[src/line_status_pkg.sv]
// package for the line status and ring control block
// assumes a 125 MHz system clock and an APB register bus
package line_status_pkg;
    localparam logic [11:0] ADDR_RING_HOOK_CTRL = 12'h048;
    localparam logic [11:0] ADDR_LINE_STATUS    = 12'h04c;
    localparam logic [11:0] ADDR_HOOK_CTRL      = 12'h014;
    localparam logic [11:0] ADDR_IRQ_STATUS     = 12'h100;
    localparam logic [11:0] ADDR_IRQ_MASK       = 12'h104;
    localparam int          IDX_RING_HOOK_CTRL  = 18;
    localparam int          IDX_LINE_STATUS     = 19;
    localparam int          BIT_FULL_WAVE       = 1;
    localparam int          BIT_SQUELCH         = 0;
    localparam int          BIT_OFF_HOOK        = 0;
    localparam int          BIT_ONHOOK_MON      = 1;
    localparam int          BIT_FORCE_ONHOOK    = 2;
    localparam int          BIT_FAST_SETTLE     = 3;
    localparam int          BIT_POWERDOWN       = 4;
    localparam int          BIT_CTR21           = 5;
    localparam logic [7:0]  RESET_RING_HOOK     = 8'h00;
    localparam logic [7:0]  RESET_HOOK          = 8'h00;
    localparam logic [4:0]  CODE_ZERO           = 5'h00;
    localparam logic [4:0]  CODE_OVERLOAD       = 5'h1f;
    localparam logic [4:0]  CODE_MAX_NORMAL     = 5'h1e;
    localparam int          OVL_MA_NORMAL       = 140;
    localparam int          OVL_MA_CTR21        = 56;
    localparam int          MA_PER_STEP         = 3;
    localparam int          DROPOUT_FRAMES      = 16;
    localparam int          IRQ_BITS            = 4;
    typedef struct packed {
        logic [4:0] code;
        logic       overload;
        logic       dropout;
        logic       protect;
    } line_status_t;
endpackage

[src/line_status_ring_control.sv]
// top of the line status readout and ring detector control
// assumes pins from the line side are asynchronous, frame strobe from the serial port
// Summary of operation
// - force on-hook keeps off-hook counter running
// - sense code reads zero during ring
// - fast settle drives settling off-hook state
// - full-wave select steers ring rectifier
// - squelch enables fast ring offset recovery
// - sense code selected by hook state and ring
// - on-hook voltage code passes through
// - off-hook current code, 11111 overload
// - overload above 140 mA, 56 mA in CTR21
// - live overload self-clears when level drops
// - dropout clears sixteen frames after return
// - on-hook dropout equals not powerdown
// - protect flag follows protection active
//
// Decided for this implementation: the APB slave port.
`timescale 1ns/10ps
module line_status_ring_control (
    // clock and reset
    input  wire logic        SYS_CLK,
    input  wire logic        RST,
    // apb slave
    input  wire logic        PSEL,
    input  wire logic        PENABLE,
    input  wire logic        PWRITE,
    input  wire logic [11:0] PADDR,
    input  wire logic [31:0] PWDATA,
    output logic      [31:0] PRDATA,
    output logic             PREADY,
    output logic             PSLVERR,
    // line side inputs
    input  wire logic [4:0]  LINE_VOLTAGE_CODE,
    input  wire logic [7:0]  LOOP_CURRENT_MA,
    input  wire logic        RING_ACTIVE,
    input  wire logic        RX_OVERLOAD,
    input  wire logic        LINE_SUPPLY_OK,
    input  wire logic        PROTECT_ACTIVE,
    input  wire logic        OFFHOOK_COUNT_DONE,
    input  wire logic        FRAME_TICK,
    // line side controls and interrupt request
    output logic             RING_FULL_WAVE_SEL,
    output logic             RING_SQUELCH,
    output logic             LINE_OFF_HOOK,
    output logic             FAST_SETTLE,
    output logic             OFFHOOK_COUNT_RUN,
    output logic             LINE_SIDE_POWERDOWN,
    output logic             ONHOOK_LINE_MONITOR,
    output logic             IRQ
);
    ////////////////////////////////////////////////////////////////////////////////
    logic [4:0] volt_s1, volt_s2;
    logic [7:0] cur_s1, cur_s2;
    logic [5:0] lv_s1, lv_s2;
    logic [7:0] ring_hook;
    logic [7:0] hook;
    logic [3:0] drop_cnt;
    logic       dropout;
    logic [4:0] code;
    logic       live_overload_flag;
    line_status_pkg::line_status_t stat;
    logic [line_status_pkg::IRQ_BITS-1:0] irq_stat, irq_mask, ev, prev_ev;
    logic       wr;
    logic       ring_s, ovl_s, supply_s, prot_s, cnt_done_s, frame_s;
    logic [7:0] ovl_limit;

    assign wr = PSEL && PENABLE && PWRITE;
    assign {ring_s, ovl_s, supply_s, prot_s, cnt_done_s, frame_s} = lv_s2;

    // two flop synchronisers for line side pins
    always_ff @(posedge SYS_CLK) begin
        if (RST) begin
            volt_s1 <= 5'h00;
            volt_s2 <= 5'h00;
            cur_s1  <= 8'h00;
            cur_s2  <= 8'h00;
            lv_s1   <= 6'h00;
            lv_s2   <= 6'h00;
        end else begin
            volt_s1 <= LINE_VOLTAGE_CODE;
            volt_s2 <= volt_s1;
            cur_s1  <= LOOP_CURRENT_MA;
            cur_s2  <= cur_s1;
            lv_s1   <= {RING_ACTIVE, RX_OVERLOAD, LINE_SUPPLY_OK, PROTECT_ACTIVE,
                        OFFHOOK_COUNT_DONE, FRAME_TICK};
            lv_s2   <= lv_s1;
        end
    end

    ////////////////////////////////////////////////////////////////////////////////
    // control registers, status register has no write path
    always_ff @(posedge SYS_CLK) begin
        if (RST) begin
            ring_hook <= line_status_pkg::RESET_RING_HOOK;
            hook      <= line_status_pkg::RESET_HOOK;
        end else if (wr && PADDR == line_status_pkg::ADDR_RING_HOOK_CTRL) begin
            ring_hook <= PWDATA[7:0];
        end else if (wr && PADDR == line_status_pkg::ADDR_HOOK_CTRL) begin
            hook <= PWDATA[7:0];
        end
    end

    // line side control outputs
    always_ff @(posedge SYS_CLK) begin
        if (RST) begin
            RING_FULL_WAVE_SEL  <= 1'b0;
            RING_SQUELCH        <= 1'b0;
            LINE_OFF_HOOK       <= 1'b0;
            FAST_SETTLE         <= 1'b0;
            OFFHOOK_COUNT_RUN   <= 1'b0;
            LINE_SIDE_POWERDOWN <= 1'b0;
            ONHOOK_LINE_MONITOR <= 1'b0;
        end else begin
            RING_FULL_WAVE_SEL  <= ring_hook[line_status_pkg::BIT_FULL_WAVE];
            RING_SQUELCH        <= ring_hook[line_status_pkg::BIT_SQUELCH];
            LINE_OFF_HOOK       <= (hook[line_status_pkg::BIT_OFF_HOOK] ||
                                    hook[line_status_pkg::BIT_FAST_SETTLE]) &&
                                   !hook[line_status_pkg::BIT_FORCE_ONHOOK];
            FAST_SETTLE         <= hook[line_status_pkg::BIT_FAST_SETTLE] &&
                                   !hook[line_status_pkg::BIT_FORCE_ONHOOK];
            OFFHOOK_COUNT_RUN   <= hook[line_status_pkg::BIT_OFF_HOOK] ||
                                   hook[line_status_pkg::BIT_FAST_SETTLE];
            LINE_SIDE_POWERDOWN <= hook[line_status_pkg::BIT_POWERDOWN];
            ONHOOK_LINE_MONITOR <= hook[line_status_pkg::BIT_ONHOOK_MON];
        end
    end

    ////////////////////////////////////////////////////////////////////////////////
    // dropout flag with sixteen frame recovery
    always_ff @(posedge SYS_CLK) begin
        if (RST) begin
            drop_cnt <= 4'h0;
            dropout  <= 1'b0;
        end else if (!LINE_OFF_HOOK) begin
            drop_cnt <= 4'h0;
            dropout  <= !LINE_SIDE_POWERDOWN;
        end else if (!supply_s) begin
            drop_cnt <= 4'h0;
            dropout  <= 1'b1;
        end else if (dropout && frame_s) begin
            drop_cnt <= drop_cnt + 4'h1;
            if (drop_cnt == 4'(line_status_pkg::DROPOUT_FRAMES - 1)) begin
                dropout <= 1'b0;
            end
        end
    end

    // sense code selection
    assign ovl_limit = hook[line_status_pkg::BIT_CTR21] ? 8'(line_status_pkg::OVL_MA_CTR21)
                                                        : 8'(line_status_pkg::OVL_MA_NORMAL);
    always_comb begin
        code = volt_s2;
        if (LINE_OFF_HOOK) begin
            if (cur_s2 > ovl_limit) begin
                code = line_status_pkg::CODE_OVERLOAD;
            end else if (cur_s2 / 8'(line_status_pkg::MA_PER_STEP) >
                         8'(line_status_pkg::CODE_MAX_NORMAL)) begin
                code = line_status_pkg::CODE_MAX_NORMAL;
            end else begin
                code = 5'(cur_s2 / 8'(line_status_pkg::MA_PER_STEP));
            end
        end
        if (ring_s) begin
            code = line_status_pkg::CODE_ZERO;
        end
    end
    assign live_overload_flag = ovl_s && cnt_done_s;

    always_ff @(posedge SYS_CLK) begin
        if (RST) begin
            stat <= '0;
        end else begin
            stat.code     <= code;
            stat.overload <= live_overload_flag;
            stat.dropout  <= dropout;
            stat.protect  <= prot_s;
        end
    end

    ////////////////////////////////////////////////////////////////////////////////
    // interrupts: rising edges of ring, overload, dropout, protect
    assign ev = {ring_s, stat.overload, stat.dropout, stat.protect};
    always_ff @(posedge SYS_CLK) begin
        if (RST) begin
            prev_ev  <= '0;
            irq_stat <= '0;
            irq_mask <= '0;
            IRQ      <= 1'b0;
        end else begin
            prev_ev <= ev;
            if (wr && PADDR == line_status_pkg::ADDR_IRQ_STATUS) begin
                irq_stat <= (irq_stat & ~PWDATA[3:0]) | (ev & ~prev_ev);
            end else begin
                irq_stat <= irq_stat | (ev & ~prev_ev);
            end
            if (wr && PADDR == line_status_pkg::ADDR_IRQ_MASK) begin
                irq_mask <= PWDATA[3:0];
            end
            IRQ <= |(irq_stat & irq_mask);
        end
    end

    // apb read data and ready, no wait states
    always_ff @(posedge SYS_CLK) begin
        if (RST) begin
            PRDATA  <= 32'h0000_0000;
            PREADY  <= 1'b0;
            PSLVERR <= 1'b0;
        end else begin
            PREADY  <= PSEL && !PENABLE;
            PSLVERR <= 1'b0;
            if (PSEL && !PENABLE) begin
                case (PADDR)
                    line_status_pkg::ADDR_RING_HOOK_CTRL: PRDATA <= {24'h0, ring_hook};
                    line_status_pkg::ADDR_HOOK_CTRL:      PRDATA <= {24'h0, hook};
                    line_status_pkg::ADDR_LINE_STATUS:    PRDATA <= {24'h0, stat};
                    line_status_pkg::ADDR_IRQ_STATUS:     PRDATA <= {28'h0, irq_stat};
                    line_status_pkg::ADDR_IRQ_MASK:       PRDATA <= {28'h0, irq_mask};
                    default: begin
                        PRDATA  <= 32'h0000_0000;
                        PSLVERR <= 1'b1;
                    end
                endcase
            end
        end
    end
endmodule

[config.mk]
export PLATFORM = sky130hd
export DESIGN_NAME = line_status_ring_control
export DESIGN_NICKNAME = d
export VERILOG_FILES = /design/src/line_status_pkg.sv /design/src/line_status_ring_control.sv
export SDC_FILE = /design/constraint.sdc
export NUM_CORES = 1
export LEC_CHECK = 0
export ABC_AREA = 1
export BUFFER_PORTS_ARGS = -buffer_cell sky130_fd_sc_hd__buf_2
export CELL_PAD_IN_SITES_DETAIL_PLACEMENT = 1
export CELL_PAD_IN_SITES_GLOBAL_PLACEMENT = 2
export CORE_UTILIZATION = 31
export DETAILED_ROUTE_END_ITERATION = 10
export HOLD_SLACK_MARGIN = 0.06
export PLACE_DENSITY = 0.93
export SETUP_SLACK_MARGIN = 0.15
export SLEW_MARGIN = 20
export SYNTH_ARGS = -nofsm -noshare
export SYNTH_HDL_FRONTEND = slang
export SYNTH_SLANG_ARGS = --single-unit
[constraint.sdc]
create_clock -name SYS_CLK -period 3.8 [get_ports SYS_CLK]
set_clock_uncertainty 0.2 [all_clocks]
set_input_delay 0.19 -clock SYS_CLK [delete_from_list [all_inputs] [get_ports SYS_CLK]]
set_output_delay 0.19 -clock SYS_CLK [all_outputs]
set_load 0.01 [all_outputs]
==> After elaboration in Yosys (flattened, before gate mapping) <==
Index checks and enable logic that the tools add are counted.
Widths: inputs -> output; s select.
{ "totals": {"register_bits": 121, "in_bits": 68, "wordCells": 84} }
{ "classes": {"n_addsub": 1, "div": 1, "order_cmp": 2, "eq_ne": 8, "mux": 11, "bitwise_logic": 11, "n_reduce_logical": 22} }
{ "op_table": {"columns": ["operator", "n"], "rows": [
  ["$pmux 8 s5", 1],
  ["$eq 12x7->1 const B", 2],
  ["$eq 12x9->1 const B", 2],
  ["$mux 5", 3],
  ["$and 4x4->4", 3],
  ["$eq 12x5->1 const B", 1],
  ["$logic_and 1x1->1", 11],
  ["$div 8x2->8 const B", 1],
  ["$gt 8x5->1 const B", 1],
  ["$gt 8x8->1", 1],
  ["$mux 8", 1],
  ["$not 4->4", 2],
  ["$or 4x4->4", 2],
  ["$ne 3x2->1 const B", 2],
  ["$mux 1", 5],
  ["$reduce_or 5->1", 1],
  ["$add 4x1->4 const B", 1],
  ["$eq 4x4->1 const B", 1],
  ["$mux 4", 1],
  ["$not 1->1", 4],
  ["$reduce_and 2->1", 2],
  ["$reduce_or 2->1", 2],
  ["$reduce_or 4->1", 1],
  ["$logic_not 1->1", 3],
  ["other kinds (2)", 2]
]} }

==> Longest topological paths before layout <==
Gate-level depths: netlist of the first run.
{ "depth": {"depth_word": 5, "mapped_depth": 21} }

==> Worst setup path after synthesis of the first run <==
OpenSTA, ideal clock, no wires.
{ "synth_timing": {"path_kind": "register -> register", "startpoint": "register cur_s2[7]", "endpoint": "register stat[3] (netlist bit)", "setup_ps": 70, "t_arrival_ps": 2141, "path_slack_ps": 1390, "stages_incl_launch_ff": 21, "period_less_slack_ps": 2410, "path_cell_list": "dfxtp_1 inv_1 nand3_1 nand2_2 inv_2 nand2_1 nand3_2 nand2_2 nand2_2 nand3_4 nand2_1 nand2_2 nand2_1 inv_1 ha_1 a21oi_2 nand2_2 nand2_1 nand2_1 o21bai_1 a21oi_1"} }
{ "synth_via": {"elab_chain_len": 5, "elab_cells_between_ends": 6} }
{ "synth_lines": {"columns": ["item", "line_no", "source"], "rows": [
  ["start: declaration", "line_status_ring_control.sv:54", "logic [7:0] cur_s1, cur_s2;"],
  ["start signal: assignment", "line_status_ring_control.sv:84", "cur_s2 <= cur_s1;"],
  ["$div 8x2->8", "line_status_ring_control.sv:157, line_status_ring_control.sv:161", null],
  ["$gt 8x5->1", "line_status_ring_control.sv:157", "end else if (cur_s2 / 8'(line_status_pkg::MA_PER_STEP) >"],
  ["$mux 5", "line_status_ring_control.sv:157", null],
  ["$mux 5 (*)", "line_status_ring_control.sv:155", "if (cur_s2 > ovl_limit) begin"],
  ["$mux 5 (*)", "line_status_ring_control.sv:154", "if (LINE_OFF_HOOK) begin"],
  ["end: declaration", "line_status_ring_control.sv:62", "line_status_pkg::line_status_t stat;"]
]} }
Every way passes the cells marked *; elsewhere a longest branch is shown, timed or not.
A chain may end at the register's enable or synchronous reset.

==> Final worst setup path of the first run <==
{ "layout_timing": {"startpoint": "register cur_s2[5]", "endpoint": "register stat[3] (netlist bit)"} }
The elaborated chain is that of the path after synthesis.

==> impl_metrics.toml, run 1 <==
[run_status]
run_status = "completed"

[timing]
fmaxAchievable_mhz = 355
report.final.setup_viol = 0
max_slew.worst_pin.slew_ns = 0.738
post-route-min-period_ns = 2.82
final-hold-violation-count = 0
fin_crit_sh = 0.741
final.setup.worst_slack_ns = 0.983
grt_setup_unrepaired = "false"
timing.setup.tns_ns = 0
report.final.slew_viol_count = 0
max-slew-margin-rel = 0.507

[clock_network]
clock-sinks = 97
cts_tree = "done"
clock_tree.htree_level_count = 3
clock_pin_transition_on_the_worst_setup_and_hold_timing_paths_ns = 0.07
inserted_clock_buffers = 9
clock_insertion_delay_worst_skew_ns = 0.34
clock_tree.buffer_depth = 2
cts_repair_resize_count = 0
clockRootBuffer = "sky130_fd_sc_hd__clkbuf_16"

[job]
cap_viol_max_count = 0

[floorplan]
floorplan.rows = 41
num_io_pins = 110
initial_core_util = 0.319
die_height_um = 116
die_width_um = 116
core_um2 = 12700
die_outline_area_um2 = 13500

[routing]
antenna_left = 0
routed_wirelength_um = 9640
vias_after_detailed_routing = 3471
dr.pass1.iters = 4
detail_route.vias_per_cell = 4.40
dr.first_iter.drc_count = 132
wire_per_inst_um = 12.2
drt_drc_violations_left = 0

[layout]
insertedDiodeCount = 0
syn_to_final_growth_pct = 23.3
commonest_non_fill_non_tap_cells_in_the_layout = "sky130_fd_sc_hd__inv_1 (105), sky130_fd_sc_hd__dfxtp_1 (97), sky130_fd_sc_hd__nor2_1 (73), sky130_fd_sc_hd__buf_2 (61), sky130_fd_sc_hd__nand2_1 (53)"
layout-drive-gt1-share = 0.160
seq_area_um2 = 1940
layout.filler_cells = 1597
multi_input_comb_area_um2 = 1560
finalNetCount = 686
layout.cells.most_common = "sky130_fd_sc_hd__inv_1"

[yosys]
synth.ff_latch_count = 97
synth.yosys.seq_area_share = 0.481
netlist_area_um2 = 4040
avgSynthCellArea_um2 = 7.71
synth-warning-count = 0
netlist_instances = 524
yosysUniqueCellTypes = 37

[grt]
grt_start_max_net_pins = 65
grt_most_used_layer = "met2"
grt_util_met2 = 0.281
routing_usage_on_met3 = 0.0265
use_met1 = 0.180
gr-total-overflow = 0
grt_first_pass_wirelength_um = 16300
number_of_global_route_vias_before_repair = 3530
global_route.usage.total = 0.154
grt_antenna_before_repair = 0

[setup_path]
setup.worst_path.start_class = "flip-flop"
critical_path_cell_count = 18
cpPeakStageDelay_ns = 0.45
cp_num_buf_inv = 2
timing_worst_setup_path_type = "flip-flop to flip-flop"
dominant_delay_contributor_by_cell_family_on_the_critical_path = "simple AND/OR/NAND/NOR gates"
rr_worst_depth = 18
crit_top_cell = "sky130_fd_sc_hd__nand2_1"
worstPathArrival_ns = 2.84
crit_chain = "inv_1 -> nand3_1 -> nand2_2 -> o21bai_4 -> nand3_2 -> nand2_2 -> nand2_2 -> nand3_4 -> nand3_1 -> nand2_1 -> inv_1 -> ha_1 -> a21oi_1 -> nand2_1 -> nand2_1 -> nand2_1 -> o21bai_1 -> a21oi_1"
worst_path_required_ns = 3.82
peak_fanout_along_the_critical_path = 6
critical-path-slowest-cell = "sky130_fd_sc_hd__dfxtp_1"
crit_path_end_kind = "flip-flop"

[worst_hold_path]
whs_path_depth = 5
timing.hold.worst.class = "primary input to flip-flop"

[power]
peakVddDrop_mv = 0.205
power.switching_uw = 509
power.share.sequential = 0.510
internal_power_mw = 1.56
clock_power_share = 0.405
power.total_mw = 2.07
p_leak_nw = 2.23
share_comb_of_total_power = 0.085
netSwitchingFraction = 0.245
pwr_density_cell_nw_per_um2 = 417

[placement]
port_buffers = 61
hpwl_um = 6890
finalWeightedCongestion = 0.782
placement.setup.worst_slack_ns = 1.01
-- cell usage after synthesis, drive strengths merged --
| library cell | number | area (um^2) |
|---|---|---|
| a211o | 1 | 10.0 |
| a211oi | 2 | 15.0 |
| a21oi | 30 | 154 |
| a221oi | 2 | 17.5 |
| a31oi | 1 | 6.26 |
| and2 | 1 | 6.26 |
| and3 | 1 | 6.26 |
| buf | 24 | 180 |
| clkbuf | 12 | 45.0 |
| conb | 1 | 3.75 |
| dfxtp | 97 | 1940 |
| ha | 6 | 75.1 |
| inv | 107 | 402 |
| nand2 | 61 | 254 |
| nand3 | 24 | 153 |
| nand3b | 1 | 7.51 |
| nand4 | 1 | 6.26 |
| nor2 | 73 | 274 |
| nor3 | 11 | 55.1 |
| nor3b | 2 | 15.0 |
| nor4 | 4 | 25.0 |
| o21ai | 37 | 193 |
| o21bai | 2 | 26.3 |
| o221a | 1 | 11.3 |
| o221ai | 7 | 61.3 |
| o22ai | 13 | 81.3 |
| or2 | 1 | 6.26 |
| or3 | 1 | 6.26 |
-- power by group through the flow --
stage	registers, mW	logic (mW)	clock network [mW]
2_1_floorplan	1.08	0.119	0
3_3_place_gp	1.08	0.149	0
3_5_place_dp	1.08	0.156	0
4_1_cts	1.06	0.179	0.859
5_1_grt	1.06	0.203	0.903
6_report	1.06	0.177	0.839
-- tightest hold or removal path, cell delays in order --
cell                      delay (ns)
sky130_fd_sc_hd__buf_2          0.11
sky130_fd_sc_hd__inv_1          0.07
sky130_fd_sc_hd__nor3_1         0.08
sky130_fd_sc_hd__nand3_1        0.09
sky130_fd_sc_hd__a31oi_1        0.08
-- path summary, 6_finish.rpt --
kind              slack [ns]   endpoint  startpoint
setup / recovery        0.98    stat[3]   cur_s2[5]
hold / removal          0.12  PRDATA[3]    PADDR[2]
setup reg to reg        0.98    stat[3]   cur_s2[5]
hold reg to reg         0.20  cur_s2[0]   cur_s1[0]
-- registers in the layout, indices dropped and copies added (netlist names), 3 cells and up --
| signal | cells |
|---|---|
| ev | 3 |
| prev_ev | 4 |
| hook | 8 |
| cur_s1 | 8 |
| stat | 5 |
| drop_cnt | 4 |
| volt_s2 | 5 |
| PRDATA | 8 |
| irq_mask | 4 |
| volt_s1 | 5 |
| lv_s2 | 6 |
| ring_hook | 8 |
| lv_s1 | 6 |
| cur_s2 | 8 |
| irq_stat | 4 |
-- cell families after synthesis --
| group | Yosys count | share of synthesized area |
|---|---|---|
| AO/OA/AOI/OAI | 96 | 0.143 |
| adder cells (fa/ha/maj) | 6 | 0.0186 |
| buffers and inverters | 143 | 0.155 |
| flip-flops | 97 | 0.481 |
| other | 1 | 0.000929 |
| AND/OR/NAND/NOR | 181 | 0.202 |
-- metrics by stage --
stage	instances	hold slack, ns	instance area [um^2]	util
2_1_floorplan	547	0.0970	4120	-
3_3_place_gp	746	0.191	4430	0.350
3_5_place_dp	746	0.195	4430	0.350
4_1_cts	789	0.106	4980	0.393
5_1_grt	789	0.136	4980	0.393
6_report	789	0.121	4980	0.393
-- metal layers --
layer | share of wire | vias to the layer above | wire, um
li1 | - | 1781 | -
met1 | 0.46 | 1595 | 4460
met2 | 0.48 | 88 | 4640
met3 | 0.043 | 7 | 417
met4 | 0.013 | 0 | 121
met5 | 0 | - | 0
-- timing repair --
action | 4_1_cts | 5_1_grt
hold buffers | 27 | 0
setup buffers | 0 | 0
endpoints found under the hold margin | 41 | 0
-- cell type report --
class	count	area share
inverter	107	0.0807
tap	172	0.0432
clock inverter	5	0.00804
timing repair buffer	90	0.119
sequential	97	0.390
clock buffer	11	0.0468
multi-input combinational	307	0.312
Note: power is estimated with default switching activity, not from simulation.
==> run 2: changes to the inputs <==
--- a/config.mk
+++ b/config.mk
@@ -9,10 +9,10 @@
 export BUFFER_PORTS_ARGS = -buffer_cell sky130_fd_sc_hd__buf_2
 export CELL_PAD_IN_SITES_DETAIL_PLACEMENT = 1
 export CELL_PAD_IN_SITES_GLOBAL_PLACEMENT = 2
-export CORE_UTILIZATION = 31
+export CORE_UTILIZATION = 29
 export DETAILED_ROUTE_END_ITERATION = 10
 export HOLD_SLACK_MARGIN = 0.06
-export PLACE_DENSITY = 0.93
+export PLACE_DENSITY = 0.88
 export SETUP_SLACK_MARGIN = 0.15
 export SLEW_MARGIN = 20
 export SYNTH_ARGS = -nofsm -noshare
==> constraint.sdc (replaced) <==
create_clock -name SYS_CLK -period 2.65 [get_ports SYS_CLK]
set_clock_uncertainty 0.2 [all_clocks]
set_input_delay 0.1325 -clock SYS_CLK [delete_from_list [all_inputs] [get_ports SYS_CLK]]
set_output_delay 0.1325 -clock SYS_CLK [all_outputs]
set_load 0.01 [all_outputs]
==> run 2 against run 1 <==
Net effect:
- flip-flop and latch count stayed put
- cell count is 2.0% higher
- critical path depth is 1 higher
- clock power is 47% higher
- global-route usage hardly changed
- wire length is 8.1% higher
- maximum frequency is 8.6% higher
- critical path type unchanged
- largest power group unchanged
==> impl_metrics.toml, run 2 (same netlist as run 1, synthesis figures left out) <==
[run_status]
run_status = "completed"

[placement]
finalWeightedCongestion = 0.770
placedInstanceArea_um2 = 4450
placement.setup.worst_slack_ns = -0.142
port_buffers = 61
hpwl_um = 7050
placed_cells_incl_taps = 752

[timing]
grt_setup_unrepaired = "true"
max_slew.worst_pin.slew_ns = 0.782
fin_crit_sh = 0.979
final.setup.worst_slack_ns = 0.0568
max-slew-margin-rel = 0.478
post-route-min-period_ns = 2.59
final-hold-violation-count = 0
fmaxAchievable_mhz = 386
hold_slack_ns = 0.0682
report.final.setup_viol = 0
report.final.slew_viol_count = 0

[floorplan]
die_width_um = 120
die_outline_area_um2 = 14400
num_io_pins = 110
floorplan.rows = 42
core_um2 = 13400
die_height_um = 120
initial_core_util = 0.301

[job]
cap_viol_max_count = 0

[power]
pwr_density_cell_nw_per_um2 = 583
p_leak_nw = 2.34
share_comb_of_total_power = 0.099
clock_power_share = 0.404
internal_power_mw = 2.29
power.share.sequential = 0.497
power.switching_uw = 761
netSwitchingFraction = 0.249
peakVddDrop_mv = 0.411

[setup_path]
rr_worst_depth = 19
peak_fanout_along_the_critical_path = 5
r2r_slack_ns = 0.06
crit_path_end_kind = "flip-flop"
setup.worst_path.start_class = "flip-flop"
timing_worst_setup_path_type = "flip-flop to flip-flop"
worst_path_required_ns = 2.68
worstPathArrival_ns = 2.62

[routing]
antenna_left = 0
drt_drc_violations_left = 0
detail_route.vias_per_cell = 4.42
vias_after_detailed_routing = 3562
routed_wirelength_um = 10400
dr.pass1.iters = 4
dr.first_iter.drc_count = 180
wire_per_inst_um = 12.9

[clock_network]
cts_tree = "done"
clock_tree.htree_level_count = 3
clock_tree.buffer_depth = 2
clock_pin_transition_on_the_worst_setup_and_hold_timing_paths_ns = 0.07
inserted_clock_buffers = 9
clockRootBuffer = "sky130_fd_sc_hd__clkbuf_16"
clock-sinks = 97
clock_insertion_delay_worst_skew_ns = 0.34

[worst_hold_path]
timing.hold.worst.class = "primary input to flip-flop"
whs_path_depth = 5

[layout]
post_layout_utilization_of_the_core = 0.391
postLayoutCellArea_um2 = 5240
finalNetCount = 698
commonest_non_fill_non_tap_cells_in_the_layout = "sky130_fd_sc_hd__inv_1 (102), sky130_fd_sc_hd__dfxtp_1 (94), sky130_fd_sc_hd__nor2_1 (73), sky130_fd_sc_hd__buf_2 (61), sky130_fd_sc_hd__nand2_1 (42)"
layout-drive-gt1-share = 0.215
layout.cells.most_common = "sky130_fd_sc_hd__inv_1"
insertedDiodeCount = 0
syn_to_final_growth_pct = 29.7
final_cell_count_without_fillers = 805

[grt]
grt_antenna_before_repair = 0
global_route.usage.total = 0.153
gr-total-overflow = 0
grt_start_max_net_pins = 65
number_of_global_route_vias_before_repair = 3651
grt_first_pass_wirelength_um = 17500
-- run 2: cell count changes in the layout (fill, tap and decap cells not counted), sizes merged --
| cell | delta |
|---|---|
| buf | +11 |
| clkinv | +3 |
| clkinvlp | -3 |
| clkbuf | -1 |
| dlygate4sd3 | +1 |
| inv | +1 |
-- run 2: through the flow --
| stage | power (mW) | setup TNS (ns) |
|---|---|---|
| after detailed placement | 1.78 | -0.175 |
| after global placement | 1.76 | 0 |
| after floorplan | 1.72 | 0 |
| final | 3.05 | 0 |
| after CTS | 3.08 | 0 |
| after global routing | 3.20 | -0.0992 |
-- run 2: power by group through the flow --
stage	sequential, mW	clock (mW)	combinational (mW)
5_1_grt	1.52	1.34	0.339
3_5_place_dp	1.55	0	0.226
6_report	1.52	1.23	0.303
2_1_floorplan	1.55	0	0.170
4_1_cts	1.52	1.28	0.285
3_3_place_gp	1.55	0	0.216
-- run 2: path summary, 6_finish.rpt --
check | startpoint | endpoint
max | cur_s2[5] | stat[3]
min | PADDR[2] | PRDATA[3]
max reg2reg | cur_s2[5] | stat[3]
min reg2reg | volt_s1[3] | volt_s2[3]
-- run 2: critical path, stage by stage (launching register included) --
cell	delay [ns]
sky130_fd_sc_hd__dfxtp_4	0.39
sky130_fd_sc_hd__buf_4	0.13
sky130_fd_sc_hd__nand3_2	0.09
sky130_fd_sc_hd__nand2_4	0.10
sky130_fd_sc_hd__o21bai_4	0.08
sky130_fd_sc_hd__buf_4	0.14
sky130_fd_sc_hd__nand2_2	0.05
sky130_fd_sc_hd__o21ai_2	0.06
sky130_fd_sc_hd__nand2_2	0.10
sky130_fd_sc_hd__buf_6	0.13
sky130_fd_sc_hd__nand3_4	0.08
sky130_fd_sc_hd__nand2_4	0.08
sky130_fd_sc_hd__inv_2	0.04
sky130_fd_sc_hd__ha_4	0.17
sky130_fd_sc_hd__a21oi_4	0.16
sky130_fd_sc_hd__nand2_2	0.10
sky130_fd_sc_hd__nand2_1	0.06
sky130_fd_sc_hd__nand2_1	0.06
sky130_fd_sc_hd__o21bai_1	0.16
sky130_fd_sc_hd__a21oi_1	0.09
-- run 2: final cells by class --
type                       count  area, um^2
clock buffer                  10         239
clock inverter                 6        41.3
fill                        1660        8170
inverter                     107         409
multi-input combinational    307        1690
sequential                    97        1950
tap                          176         220
timing repair buffer         102         687
-- run 2: layer usage --
metal,share of wire,routed length (um),track usage
met1,0.46,4760,0.188
met2,0.48,5020,0.263
met3,0.037,386,0.0266
met4,0.024,252,0.0648
met5,0,0,0
-- run 2: timing repair --
action / in CTS / in global routing
pin swaps: 10 / 12
hold buffers: 28 / 0
buffers inserted: 8 / 1
gates resized for setup: 26 / 17
setup endpoints to repair: 2 / 2
hold endpoints to repair: 46 / 0
cloned: 0 / 0
